<file path="config.mk">
export PLATFORM = sky130hd
export DESIGN_NAME = cca_top
export DESIGN_NICKNAME = d
export VERILOG_FILES = /design/src/logic/cca_pkg.sv /design/src/logic/cca_module.sv /design/src/logic/cca_top.sv
export SDC_FILE = /design/constraint.sdc
export NUM_CORES = 1
export LEC_CHECK = 0
export BUFFER_PORTS_ARGS = -buffer_cell sky130_fd_sc_hd__buf_2
export CORE_ASPECT_RATIO = 1.75
export CORE_MARGIN = 2
export CORE_UTILIZATION = 45
export CTS_CLUSTER_SIZE = 30
export DETAILED_ROUTE_END_ITERATION = 8
export PLACE_DENSITY = 0.69
export RECOVER_POWER = 50
export SLEW_MARGIN = 20
export SYNTH_ARGS = -nofsm -noshare
export SYNTH_HDL_FRONTEND = slang
export SYNTH_SLANG_ARGS = --single-unit
</file>
<file path="constraint.sdc">
create_clock -name CLK -period 2.3 [get_ports CLK]
set_clock_uncertainty 0.05 [all_clocks]
set_input_delay 0 -clock CLK [delete_from_list [all_inputs] [get_ports CLK]]
set_output_delay 0 -clock CLK [all_outputs]
set_load 0.05 [all_outputs]
</file>
<file path="src/logic/cca_pkg.sv">
// package: constants for the counter array block
`default_nettype none
package cca_pkg;
  localparam int NUM_MOD = 5;
  localparam int PIN_BASE = 3;
  localparam int COUNT_PIN = 2;
  localparam int WDT_MOD = 4;
  // sfr addresses
  localparam logic [7:0] ADDR_CTRL = 8'h00;
  localparam logic [7:0] ADDR_CNT_MODE = 8'h01;
  localparam logic [7:0] ADDR_CNT_LO = 8'h02;
  localparam logic [7:0] ADDR_CNT_HI = 8'h03;
  localparam logic [7:0] ADDR_MODE0 = 8'h08;
  localparam logic [7:0] ADDR_REG_LO0 = 8'h10;
  localparam logic [7:0] ADDR_REG_HI0 = 8'h18;
  // control/flag register fields
  localparam int CTRL_OVF_BIT = 7;
  localparam int CTRL_RUN_BIT = 6;
  // counter mode register fields
  localparam int CNTM_IDLE_BIT = 7;
  localparam int CNTM_WDOG_BIT = 6;
  localparam int CNTM_SRC_LSB = 1;
  localparam int CNTM_OVFIE_BIT = 0;
  // module mode register fields
  localparam int MODE_IRQ_BIT = 0;
  localparam int MODE_PWM_BIT = 1;
  localparam int MODE_TOGGLE_BIT = 2;
  localparam int MODE_MATCH_BIT = 3;
  localparam int MODE_FALL_BIT = 4;
  localparam int MODE_RISE_BIT = 5;
  localparam int MODE_COMP_BIT = 6;
  // reset values
  localparam logic [7:0] CTRL_RST = 8'h00;
  localparam logic [7:0] CNTM_RST = 8'h00;
  localparam logic [6:0] MODE_RST = 7'h00;
  localparam logic [7:0] MREG_RST = 8'h00;
  localparam logic PIN_RST = 1'b1;
  // prescale counts in oscillator cycles
  localparam logic [3:0] DIV_SLOW_6CLK = 4'h6;
  localparam logic [3:0] DIV_SLOW_12CLK = 4'hc;
  localparam logic [3:0] DIV_FAST_6CLK = 4'h2;
  localparam logic [3:0] DIV_FAST_12CLK = 4'h4;
  typedef enum logic [1:0] {
    SRC_SLOW = 2'b00,
    SRC_FAST = 2'b01,
    SRC_TMR0 = 2'b10,
    SRC_PIN = 2'b11
  } cca_src_e;
endpackage : cca_pkg
`default_nettype wire

</file>
<file path="src/logic/cca_module.sv">
// one capture/compare module of the counter array
`default_nettype none
module cca_module (
  input wire logic clk,
  input wire logic arst_n,
  input wire logic [6:0] mode,
  input wire logic [15:0] cnt,
  input wire logic cnt_adv,
  input wire logic pin_in,
  input wire logic we_lo,
  input wire logic we_hi,
  input wire logic [7:0] wdata,
  output logic [7:0] reg_lo,
  output logic [7:0] reg_hi,
  output logic pin_out,
  output logic flag_set,
  output logic match
);
  logic [7:0] lo_r, lo_nxt, hi_r, hi_nxt;
  logic pin_r, pin_nxt, prev_r, prev_nxt;
  logic comp_on, pwm_mode, rise, fall, cap, wrap;

  // ----------------------------------------
  // capture, compare and pwm
  // ----------------------------------------
  always_comb begin
    comp_on = mode[cca_pkg::MODE_COMP_BIT];
    pwm_mode = mode[cca_pkg::MODE_PWM_BIT] & comp_on;
    prev_nxt = pin_in;
    rise = pin_in & ~prev_r;
    fall = ~pin_in & prev_r;
    cap = (rise & mode[cca_pkg::MODE_RISE_BIT]) |
          (fall & mode[cca_pkg::MODE_FALL_BIT]);
    match = comp_on & ~pwm_mode & cnt_adv & (cnt == {hi_r, lo_r});
    wrap = cnt_adv & (cnt[7:0] == 8'h00);
    flag_set = cap | (match & mode[cca_pkg::MODE_MATCH_BIT]);
    lo_nxt = lo_r;
    hi_nxt = hi_r;
    if (cap) begin
      lo_nxt = cnt[7:0];
      hi_nxt = cnt[15:8];
    end else begin
      if (we_lo) begin
        lo_nxt = wdata;
      end
      if (we_hi) begin
        hi_nxt = wdata;
      end
      if (pwm_mode && wrap && !we_lo) begin
        lo_nxt = hi_r;
      end
    end
    pin_nxt = pin_r;
    if (pwm_mode) begin
      pin_nxt = (cnt[7:0] >= lo_r);
    end else if (match && mode[cca_pkg::MODE_TOGGLE_BIT]) begin
      pin_nxt = ~pin_r;
    end
  end

  always_ff @(posedge clk or negedge arst_n) begin
    if (!arst_n) begin
      lo_r <= cca_pkg::MREG_RST;
      hi_r <= cca_pkg::MREG_RST;
      pin_r <= cca_pkg::PIN_RST;
      // matches the pulled-up idle pin, so no false edge after reset
      prev_r <= cca_pkg::PIN_RST;
    end else begin
      lo_r <= lo_nxt;
      hi_r <= hi_nxt;
      pin_r <= pin_nxt;
      prev_r <= prev_nxt;
    end
  end

  assign reg_lo = lo_r;
  assign reg_hi = hi_r;
  assign pin_out = pin_r;

  // ----------------------------------------
  // checks
  // ----------------------------------------
  property p_capture;
    @(posedge clk) disable iff (!arst_n)
      cap |=> {hi_r, lo_r} == $past(cnt);
  endproperty
  a_capture: assert property (p_capture) else $error("capture value wrong");

  property p_toggle;
    @(posedge clk) disable iff (!arst_n)
      (match && mode[cca_pkg::MODE_TOGGLE_BIT]) |=> pin_r != $past(pin_r);
  endproperty
  a_toggle: assert property (p_toggle) else $error("pin did not toggle");

  property p_pwm;
    @(posedge clk) disable iff (!arst_n)
      pwm_mode |=> pin_r == ($past(cnt[7:0]) >= $past(lo_r));
  endproperty
  a_pwm: assert property (p_pwm) else $error("pwm level wrong");

  property p_reload;
    @(posedge clk) disable iff (!arst_n)
      (pwm_mode && wrap && !we_lo && !cap) |=> lo_r == $past(hi_r);
  endproperty
  a_reload: assert property (p_reload) else $error("duty not reloaded");
endmodule : cca_module
`default_nettype wire

</file>
<file path="src/logic/cca_top.sv">
// counter array: shared counter, sfr port and five capture/compare modules
`default_nettype none
module cca_top (
  input wire logic CLK,
  input wire logic ARST_N,
  input wire logic [7:0] SFR_ADDR,
  input wire logic SFR_WR,
  input wire logic [7:0] SFR_WDATA,
  output logic [7:0] SFR_RDATA,
  input wire logic IDLE,
  input wire logic CLK12_MODE,
  input wire logic TMR0_OVF,
  input wire logic [7:0] PORT1_IN,
  output logic [7:0] PORT1_OUT,
  output logic IRQ,
  output logic WDT_RESET
);
  localparam int NM = cca_pkg::NUM_MOD;

  logic run_r, run_nxt, ovf_flag_r, ovf_flag_nxt;
  logic [NM-1:0] mod_flag_r, mod_flag_nxt;
  logic idle_stop_r, idle_stop_nxt, wdog_en_r, wdog_en_nxt, ovf_ie_r, ovf_ie_nxt;
  logic [1:0] src_r, src_nxt;
  logic [6:0] mode_r [NM];
  logic [6:0] mode_nxt [NM];
  logic [3:0] pre_r, pre_nxt, div;
  logic cin_prev_r, cin_prev_nxt;
  logic [15:0] cnt_r, cnt_nxt;
  logic cnt_adv_r, cnt_adv_nxt;
  logic run_eff, tick, inc, ovf, wr_cnt;
  logic [7:0] rdata_r, rdata_nxt;
  logic irq_r, irq_nxt, wdt_r, wdt_nxt;
  logic [NM-1:0] we_lo, we_hi, flag_set, match, pin_out;
  logic [7:0] reg_lo [NM];
  logic [7:0] reg_hi [NM];
  logic [NM-1:0] irq_en;

  // ----------------------------------------
  // count source and prescaler
  // ----------------------------------------
  always_comb begin
    run_eff = run_r & ~(idle_stop_r & IDLE);
    cin_prev_nxt = PORT1_IN[cca_pkg::COUNT_PIN];
    if (src_r == cca_pkg::SRC_FAST) begin
      div = CLK12_MODE ? cca_pkg::DIV_FAST_12CLK : cca_pkg::DIV_FAST_6CLK;
    end else begin
      div = CLK12_MODE ? cca_pkg::DIV_SLOW_12CLK : cca_pkg::DIV_SLOW_6CLK;
    end
    pre_nxt = pre_r + 4'h1;
    tick = 1'b0;
    unique case (src_r)
      cca_pkg::SRC_SLOW, cca_pkg::SRC_FAST: begin
        if (pre_r >= div - 4'h1) begin
          tick = 1'b1;
          pre_nxt = 4'h0;
        end
      end
      cca_pkg::SRC_TMR0: begin
        tick = TMR0_OVF;
      end
      cca_pkg::SRC_PIN: begin
        tick = cin_prev_r & ~PORT1_IN[cca_pkg::COUNT_PIN];
      end
    endcase
    if (!run_eff) begin
      pre_nxt = 4'h0;
    end
  end

  always_ff @(posedge CLK or negedge ARST_N) begin
    if (!ARST_N) begin
      pre_r <= 4'h0;
      cin_prev_r <= 1'b0;
    end else begin
      pre_r <= pre_nxt;
      cin_prev_r <= cin_prev_nxt;
    end
  end

  // ----------------------------------------
  // shared 16-bit counter
  // ----------------------------------------
  always_comb begin
    inc = tick & run_eff;
    ovf = inc & (cnt_r == 16'hffff);
    wr_cnt = SFR_WR & ((SFR_ADDR == cca_pkg::ADDR_CNT_LO) |
                       (SFR_ADDR == cca_pkg::ADDR_CNT_HI));
    cnt_nxt = cnt_r;
    if (inc) begin
      cnt_nxt = cnt_r + 16'h0001;
    end
    if (SFR_WR && SFR_ADDR == cca_pkg::ADDR_CNT_LO) begin
      cnt_nxt[7:0] = SFR_WDATA;
    end
    if (SFR_WR && SFR_ADDR == cca_pkg::ADDR_CNT_HI) begin
      cnt_nxt[15:8] = SFR_WDATA;
    end
    cnt_adv_nxt = inc & ~wr_cnt;
  end

  always_ff @(posedge CLK or negedge ARST_N) begin
    if (!ARST_N) begin
      cnt_r <= 16'h0000;
      cnt_adv_r <= 1'b0;
    end else begin
      cnt_r <= cnt_nxt;
      cnt_adv_r <= cnt_adv_nxt;
    end
  end

  // ----------------------------------------
  // control, flags and mode registers
  // ----------------------------------------
  always_comb begin
    run_nxt = run_r;
    ovf_flag_nxt = ovf_flag_r;
    mod_flag_nxt = mod_flag_r;
    idle_stop_nxt = idle_stop_r;
    wdog_en_nxt = wdog_en_r;
    src_nxt = src_r;
    ovf_ie_nxt = ovf_ie_r;
    mode_nxt = mode_r;
    if (SFR_WR && SFR_ADDR == cca_pkg::ADDR_CTRL) begin
      run_nxt = SFR_WDATA[cca_pkg::CTRL_RUN_BIT];
      ovf_flag_nxt = SFR_WDATA[cca_pkg::CTRL_OVF_BIT];
      mod_flag_nxt = SFR_WDATA[NM-1:0];
    end
    if (SFR_WR && SFR_ADDR == cca_pkg::ADDR_CNT_MODE) begin
      idle_stop_nxt = SFR_WDATA[cca_pkg::CNTM_IDLE_BIT];
      wdog_en_nxt = SFR_WDATA[cca_pkg::CNTM_WDOG_BIT];
      src_nxt = SFR_WDATA[cca_pkg::CNTM_SRC_LSB +: 2];
      ovf_ie_nxt = SFR_WDATA[cca_pkg::CNTM_OVFIE_BIT];
    end
    for (int n = 0; n < NM; n++) begin
      if (SFR_WR && SFR_ADDR == cca_pkg::ADDR_MODE0 + 8'(n)) begin
        mode_nxt[n] = SFR_WDATA[6:0];
      end
    end
    // hardware set wins over a software clear
    if (ovf) begin
      ovf_flag_nxt = 1'b1;
    end
    mod_flag_nxt = mod_flag_nxt | flag_set;
  end

  always_ff @(posedge CLK or negedge ARST_N) begin
    if (!ARST_N) begin
      run_r <= cca_pkg::CTRL_RST[cca_pkg::CTRL_RUN_BIT];
      ovf_flag_r <= cca_pkg::CTRL_RST[cca_pkg::CTRL_OVF_BIT];
      mod_flag_r <= cca_pkg::CTRL_RST[NM-1:0];
      idle_stop_r <= cca_pkg::CNTM_RST[cca_pkg::CNTM_IDLE_BIT];
      wdog_en_r <= cca_pkg::CNTM_RST[cca_pkg::CNTM_WDOG_BIT];
      src_r <= cca_pkg::CNTM_RST[cca_pkg::CNTM_SRC_LSB +: 2];
      ovf_ie_r <= cca_pkg::CNTM_RST[cca_pkg::CNTM_OVFIE_BIT];
      for (int n = 0; n < NM; n++) begin
        mode_r[n] <= cca_pkg::MODE_RST;
      end
    end else begin
      run_r <= run_nxt;
      ovf_flag_r <= ovf_flag_nxt;
      mod_flag_r <= mod_flag_nxt;
      idle_stop_r <= idle_stop_nxt;
      wdog_en_r <= wdog_en_nxt;
      src_r <= src_nxt;
      ovf_ie_r <= ovf_ie_nxt;
      mode_r <= mode_nxt;
    end
  end

  // ----------------------------------------
  // capture/compare modules
  // ----------------------------------------
  for (genvar g = 0; g < NM; g++) begin : g_mod
    assign we_lo[g] = SFR_WR & (SFR_ADDR == cca_pkg::ADDR_REG_LO0 + 8'(g));
    assign we_hi[g] = SFR_WR & (SFR_ADDR == cca_pkg::ADDR_REG_HI0 + 8'(g));
    assign irq_en[g] = mode_r[g][cca_pkg::MODE_IRQ_BIT];
    cca_module u_mod (
      .clk(CLK),
      .arst_n(ARST_N),
      .mode(mode_r[g]),
      .cnt(cnt_r),
      .cnt_adv(cnt_adv_r),
      .pin_in(PORT1_IN[cca_pkg::PIN_BASE + g]),
      .we_lo(we_lo[g]),
      .we_hi(we_hi[g]),
      .wdata(SFR_WDATA),
      .reg_lo(reg_lo[g]),
      .reg_hi(reg_hi[g]),
      .pin_out(pin_out[g]),
      .flag_set(flag_set[g]),
      .match(match[g])
    );
  end

  // pins below the module pins idle high
  assign PORT1_OUT = {pin_out, 3'b111};

  // ----------------------------------------
  // read port, interrupt and watchdog
  // ----------------------------------------
  always_comb begin
    rdata_nxt = 8'h00;
    unique case (SFR_ADDR)
      cca_pkg::ADDR_CTRL: begin
        rdata_nxt = {ovf_flag_r, run_r, 1'b0, mod_flag_r};
      end
      cca_pkg::ADDR_CNT_MODE: begin
        rdata_nxt = {idle_stop_r, wdog_en_r, 3'b000, src_r, ovf_ie_r};
      end
      cca_pkg::ADDR_CNT_LO: begin
        rdata_nxt = cnt_r[7:0];
      end
      cca_pkg::ADDR_CNT_HI: begin
        rdata_nxt = cnt_r[15:8];
      end
      default: begin
        for (int n = 0; n < NM; n++) begin
          if (SFR_ADDR == cca_pkg::ADDR_MODE0 + 8'(n)) begin
            rdata_nxt = {1'b0, mode_r[n]};
          end
          if (SFR_ADDR == cca_pkg::ADDR_REG_LO0 + 8'(n)) begin
            rdata_nxt = reg_lo[n];
          end
          if (SFR_ADDR == cca_pkg::ADDR_REG_HI0 + 8'(n)) begin
            rdata_nxt = reg_hi[n];
          end
        end
      end
    endcase
    irq_nxt = (ovf_flag_r & ovf_ie_r) | (|(mod_flag_r & irq_en));
    wdt_nxt = wdog_en_r & match[cca_pkg::WDT_MOD] &
              mode_r[cca_pkg::WDT_MOD][cca_pkg::MODE_MATCH_BIT];
  end

  always_ff @(posedge CLK or negedge ARST_N) begin
    if (!ARST_N) begin
      rdata_r <= 8'h00;
      irq_r <= 1'b0;
      wdt_r <= 1'b0;
    end else begin
      rdata_r <= rdata_nxt;
      irq_r <= irq_nxt;
      wdt_r <= wdt_nxt;
    end
  end

  assign SFR_RDATA = rdata_r;
  assign IRQ = irq_r;
  assign WDT_RESET = wdt_r;

  // ----------------------------------------
  // checks
  // ----------------------------------------
  property p_stopped;
    @(posedge CLK) disable iff (!ARST_N)
      (!run_r && !wr_cnt) |=> cnt_r == $past(cnt_r);
  endproperty
  a_stopped: assert property (p_stopped) else $error("counter moved while off");

  property p_idle;
    @(posedge CLK) disable iff (!ARST_N)
      (idle_stop_r && IDLE) |=> !cnt_adv_r;
  endproperty
  a_idle: assert property (p_idle) else $error("counter ran in idle");

  property p_wrap;
    @(posedge CLK) disable iff (!ARST_N)
      (ovf && !wr_cnt) |=> (cnt_r == 16'h0000) && ovf_flag_r;
  endproperty
  a_wrap: assert property (p_wrap) else $error("overflow not handled");

  property p_ovf_sticky;
    @(posedge CLK) disable iff (!ARST_N)
      (ovf_flag_r && !(SFR_WR && SFR_ADDR == cca_pkg::ADDR_CTRL)) |=> ovf_flag_r;
  endproperty
  a_ovf_sticky: assert property (p_ovf_sticky) else $error("overflow flag lost");

  property p_mod_flag;
    @(posedge CLK) disable iff (!ARST_N)
      (|flag_set) |=> (mod_flag_r & $past(flag_set)) == $past(flag_set);
  endproperty
  a_mod_flag: assert property (p_mod_flag) else $error("module flag not set");

  property p_irq;
    @(posedge CLK) disable iff (!ARST_N)
      (|(mod_flag_r & irq_en)) |=> IRQ;
  endproperty
  a_irq: assert property (p_irq) else $error("module interrupt missing");

  property p_wdt;
    @(posedge CLK) disable iff (!ARST_N)
      (wdog_en_r && match[4] && mode_r[4][cca_pkg::MODE_MATCH_BIT]) |=> WDT_RESET;
  endproperty
  a_wdt: assert property (p_wdt) else $error("watchdog reset missing");

  property p_slow_rate;
    @(posedge CLK) disable iff (!ARST_N)
      (inc && src_r == cca_pkg::SRC_SLOW && !CLK12_MODE && run_eff) |=>
        !inc [*5];
  endproperty
  a_slow_rate: assert property (p_slow_rate) else $error("slow rate wrong");
endmodule : cca_top
`default_nettype wire

</file>
==> results by group <==
Status
  – Status: complete, no violations

Logic synthesis
  – Top FF cell, synth: dfrtp_1
  – Cell variety after synth: 74
  – Post-synthesis cell area: 10,900 um^2
  – Mapped Cells: approximately 1,200
  – Sequential share of the synthesized area: 38.8%
  – Fraction of registers with async set/reset: 100%
  – Syn Area/Cell: 9.34 um^2
  – Number of synthesized flops with an enable pin: 0
  – Top cell type's share of synthesized area: 36.4%
  – Synth area leader: dfrtp_1
  – Ys Warns: 0
  – Seq cells post-synth: between 150 and 200
  – Synth area leaders: dfrtp_1, mux2i_1, ha_1

Placement
  – Gp weighted congestion: 1.06
  – Dpl hpwl: 32,900 um
  – DP Cell Count: around 1,600
  – IO Port Bufs: 42
  – Post-DP Area: 12,600 um^2

Clocking
  – Clock slew seen by the registers of the worst setup and hold paths: 70 ps
  – CTS Root Cell: clkbuf_16
  – Clock Latency Late Sink: 450 ps
  – TritonCTS clock tree: yes
  – Clock Path Buffers: 2
  – Clock sink total: around 170
  – CTS buffer count: 17
  – CTS H-Tree Depth: 4

Setup path
  – Critical Path Fanout Max: 5
  – Setup crit end kind: register
  – Worst path slowest cell: dfrtp_2
  – Worst Path Buf+Inv: 2
  – CP max stage delay: about 530 ps
  – Worst path arrival time: 2540 ps
  – Crit-path cells: buf_12 -> ha_1 -> nand4_1 -> nor4_1 -> nand2_1 -> nor4_2 -> buf_4 -> a211o_1
  – Internal reg-to-reg setup slack: 70 ps
  – CP delay by family, top: simple AND/OR/NAND/NOR gates
  – CP Launch Type: register
  – Critical Path RT: approximately 2600 ps
  – Critical setup path kind: register to register

Floorplanning
  – Placement row count: 75
  – Die area: 25,600 um^2
  – Core ar.: 23,900 um^2
  – Starting Density: 45.7%
  – DIE WIDTH: 122 um
  – Die height: 210 um
  – # IOs: 48

STA
  – Final hold vios: 0
  – Fmax: 448 MHz
  – Crit path time final: about 2200 ps
  – Max-slew violation count: 0
  – WHS: ~53 ps
  – Worst slew pin tran: 1390 ps
  – Slew headroom: just over 7%
  – Final setup viols: 0
  – Final period util: a little over nine tenths

Cells and area
  – Leading cell type in the layout, fill and taps excluded: buf_4
  – Share of cells above drive strength 1: around 24%
  – Fin nets: around 1,400
  – Multi-input logic area: 6210 um^2
  – P&R area growth vs syn: 21.5%
  – Finished Layout Cells: between 1,500 and 2,000
  – Final Cell Area: 13,300 um^2
  – Filler Cells Inserted: 2,152
  – Register area: 4250 um^2
  – Most frequent cells in the layout: buf_4, dfrtp_1, nand2_1
  – Antenna cells: 0

Global routing
  – Global-route wire length before repair: 64,800 um
  – Largest net degree at the start of global routing: 61
  – Vias in the first global route: around 10,000
  – Total gr overflow: 0
  – Total track usage: 35.3%
  – Initial antenna violation count: 0

Routing
  – Final WL: around 44,000 um
  – Wire per inst: 26.7 um
  – Pre-Repair DR Iteration Count: 6
  – Via density: 6.35
  – ANT nets after route: 0
  – Via count: 10,500
  – Drt drc: 0
  – DR iter-0 viols: 1,048

Pwr
  – Pwr Total: 10.3 mW
  – Peak VDD IR: 0.000550 V
  – Power density cells: 775 nW/um^2
  – P_leak: 6.16 nW

Job
  – MaxCap Viol Count: 0

Hold path
  – Hold Path Class: input port to register
==> Yosys cell counts, types with 10 or more instances <==
| cell type | count |
|---|---|
| dfrtp_1 | 159 |
| buf_1 | 10 |
| nor4_1 | 13 |
| ha_1 | 46 |
| xor2_1 | 46 |
| buf_2 | 15 |
| a21o_1 | 16 |
| dfstp_2 | 10 |
| inv_1 | 46 |
| nor3_1 | 15 |
| mux2_2 | 43 |
| a22oi_1 | 58 |
| o21ai_1 | 10 |
| nand2_1 | 92 |
| o21ai_0 | 97 |
| a21oi_1 | 68 |
| mux2i_1 | 80 |
| nand2b_1 | 11 |
| o22ai_1 | 11 |
| buf_4 | 10 |
| nand3_1 | 24 |
| nor2_1 | 81 |
| clkbuf_1 | 54 |
| xnor2_1 | 13 |
| nand4_1 | 13 |
==> per-stage QoR <==
step	util, %	setup WS (ps)	TNS (ps)
CTS	55.4	2.62	0
finish	55.5	70.3	0
floorplan	-	2.50	0
global placement	52.5	-139	-139
global route	55.5	-41.4	-54.3
detailed placement	52.5	-101	-111
==> sequential cells by signal (all words and copies together) (netlist names) <==
| name | count |
|---|---|
| g_mod.u_mod.reg_hi | 40 |
| g_mod.u_mod.reg_lo | 40 |
| mode_r | 30 |
| cnt_r | 16 |
| SFR_RDATA | 8 |
| g_mod.u_mod.pin_out | 5 |
| g_mod.u_mod.prev_r | 5 |
| irq_en | 5 |
| mod_flag_r | 5 |
| pre_r | 4 |
| src_r | 2 |
| IRQ | 1 |
| WDT_RESET | 1 |
| cin_prev_r | 1 |
| cnt_adv_r | 1 |
| idle_stop_r | 1 |
| ovf_flag_r | 1 |
| ovf_ie_r | 1 |
| run_r | 1 |
| wdog_en_r | 1 |
==> cells by family (layout without fill, tap and decap cells) <==
group	Yosys count	count (layout)	share of synthesized area (%)
xor+xnor	59	59	4.72
buf+inv	136	304	5.18
fa+ha+maj	46	46	5.26
mux	130	130	13.0
compound gates	334	334	19.7
simple gates	296	296	13.4
other cells	1	3	0.0343
flops	169	169	38.8
==> worst min-delay path: cells and delay by family <==
family,cells,cell delay [ps]
buffers and inverters,1,280
and+or+nand+nor,1,170
AOI/OAI and AO/OA,1,40
==> metal layers <==
metal  track usage [%]  wire length, um  up-vias
met5                 0                0        -
met4              33.7             5100        0
met3              6.17             2960      250
met2              56.4            20900      597
met1              38.6            15000     5063
li1                  -                -     4569
==> power breakdown <==
group	internal, mW	total (mW)	switching [mW]
clock	1.54	2.76	1.22
combinational	1.48	3.30	1.82
sequential	3.50	4.24	0.743
==> final cells by class <==
type	instances	share of cell area, %
multi-input cells	868	46.7
flip-flops and latches	169	31.9
repair buffers	225	13.0
clock buffers	24	3.55
well taps	308	2.90
inverters	47	1.33
clock inverters	8	0.537
==> path summary, 6_finish.rpt <==
| path | from | end | cells past startpoint |
|---|---|---|---|
| setup / recovery | cnt_r[5] | mod_flag_r[0] | 8 |
| hold / removal | SFR_WDATA[5] | cnt_r[13] | 3 |
| setup reg to reg | cnt_r[5] | mod_flag_r[0] | 8 |
| hold reg to reg | pre_r[0] | pre_r[0] | 1 |
| max in group asynchronous | ARST_N | mod_flag_r[3] | 3 |
| min in group asynchronous | ARST_N | g_mod[0].u_mod.prev_r | 2 |
==> repair_timing <==
| action | CTS | global route |
|---|---|---|
| pin swaps | 1 | 7 |
| setup buffers | 1 | 2 |
| hold buffers | 12 | 0 |
| hold endpoints to repair | 176 | 0 |
| setup endpoints to repair | 2 | 52 |
| resized for setup | 1 | 17 |
Power figures use the tool's default switching activity.
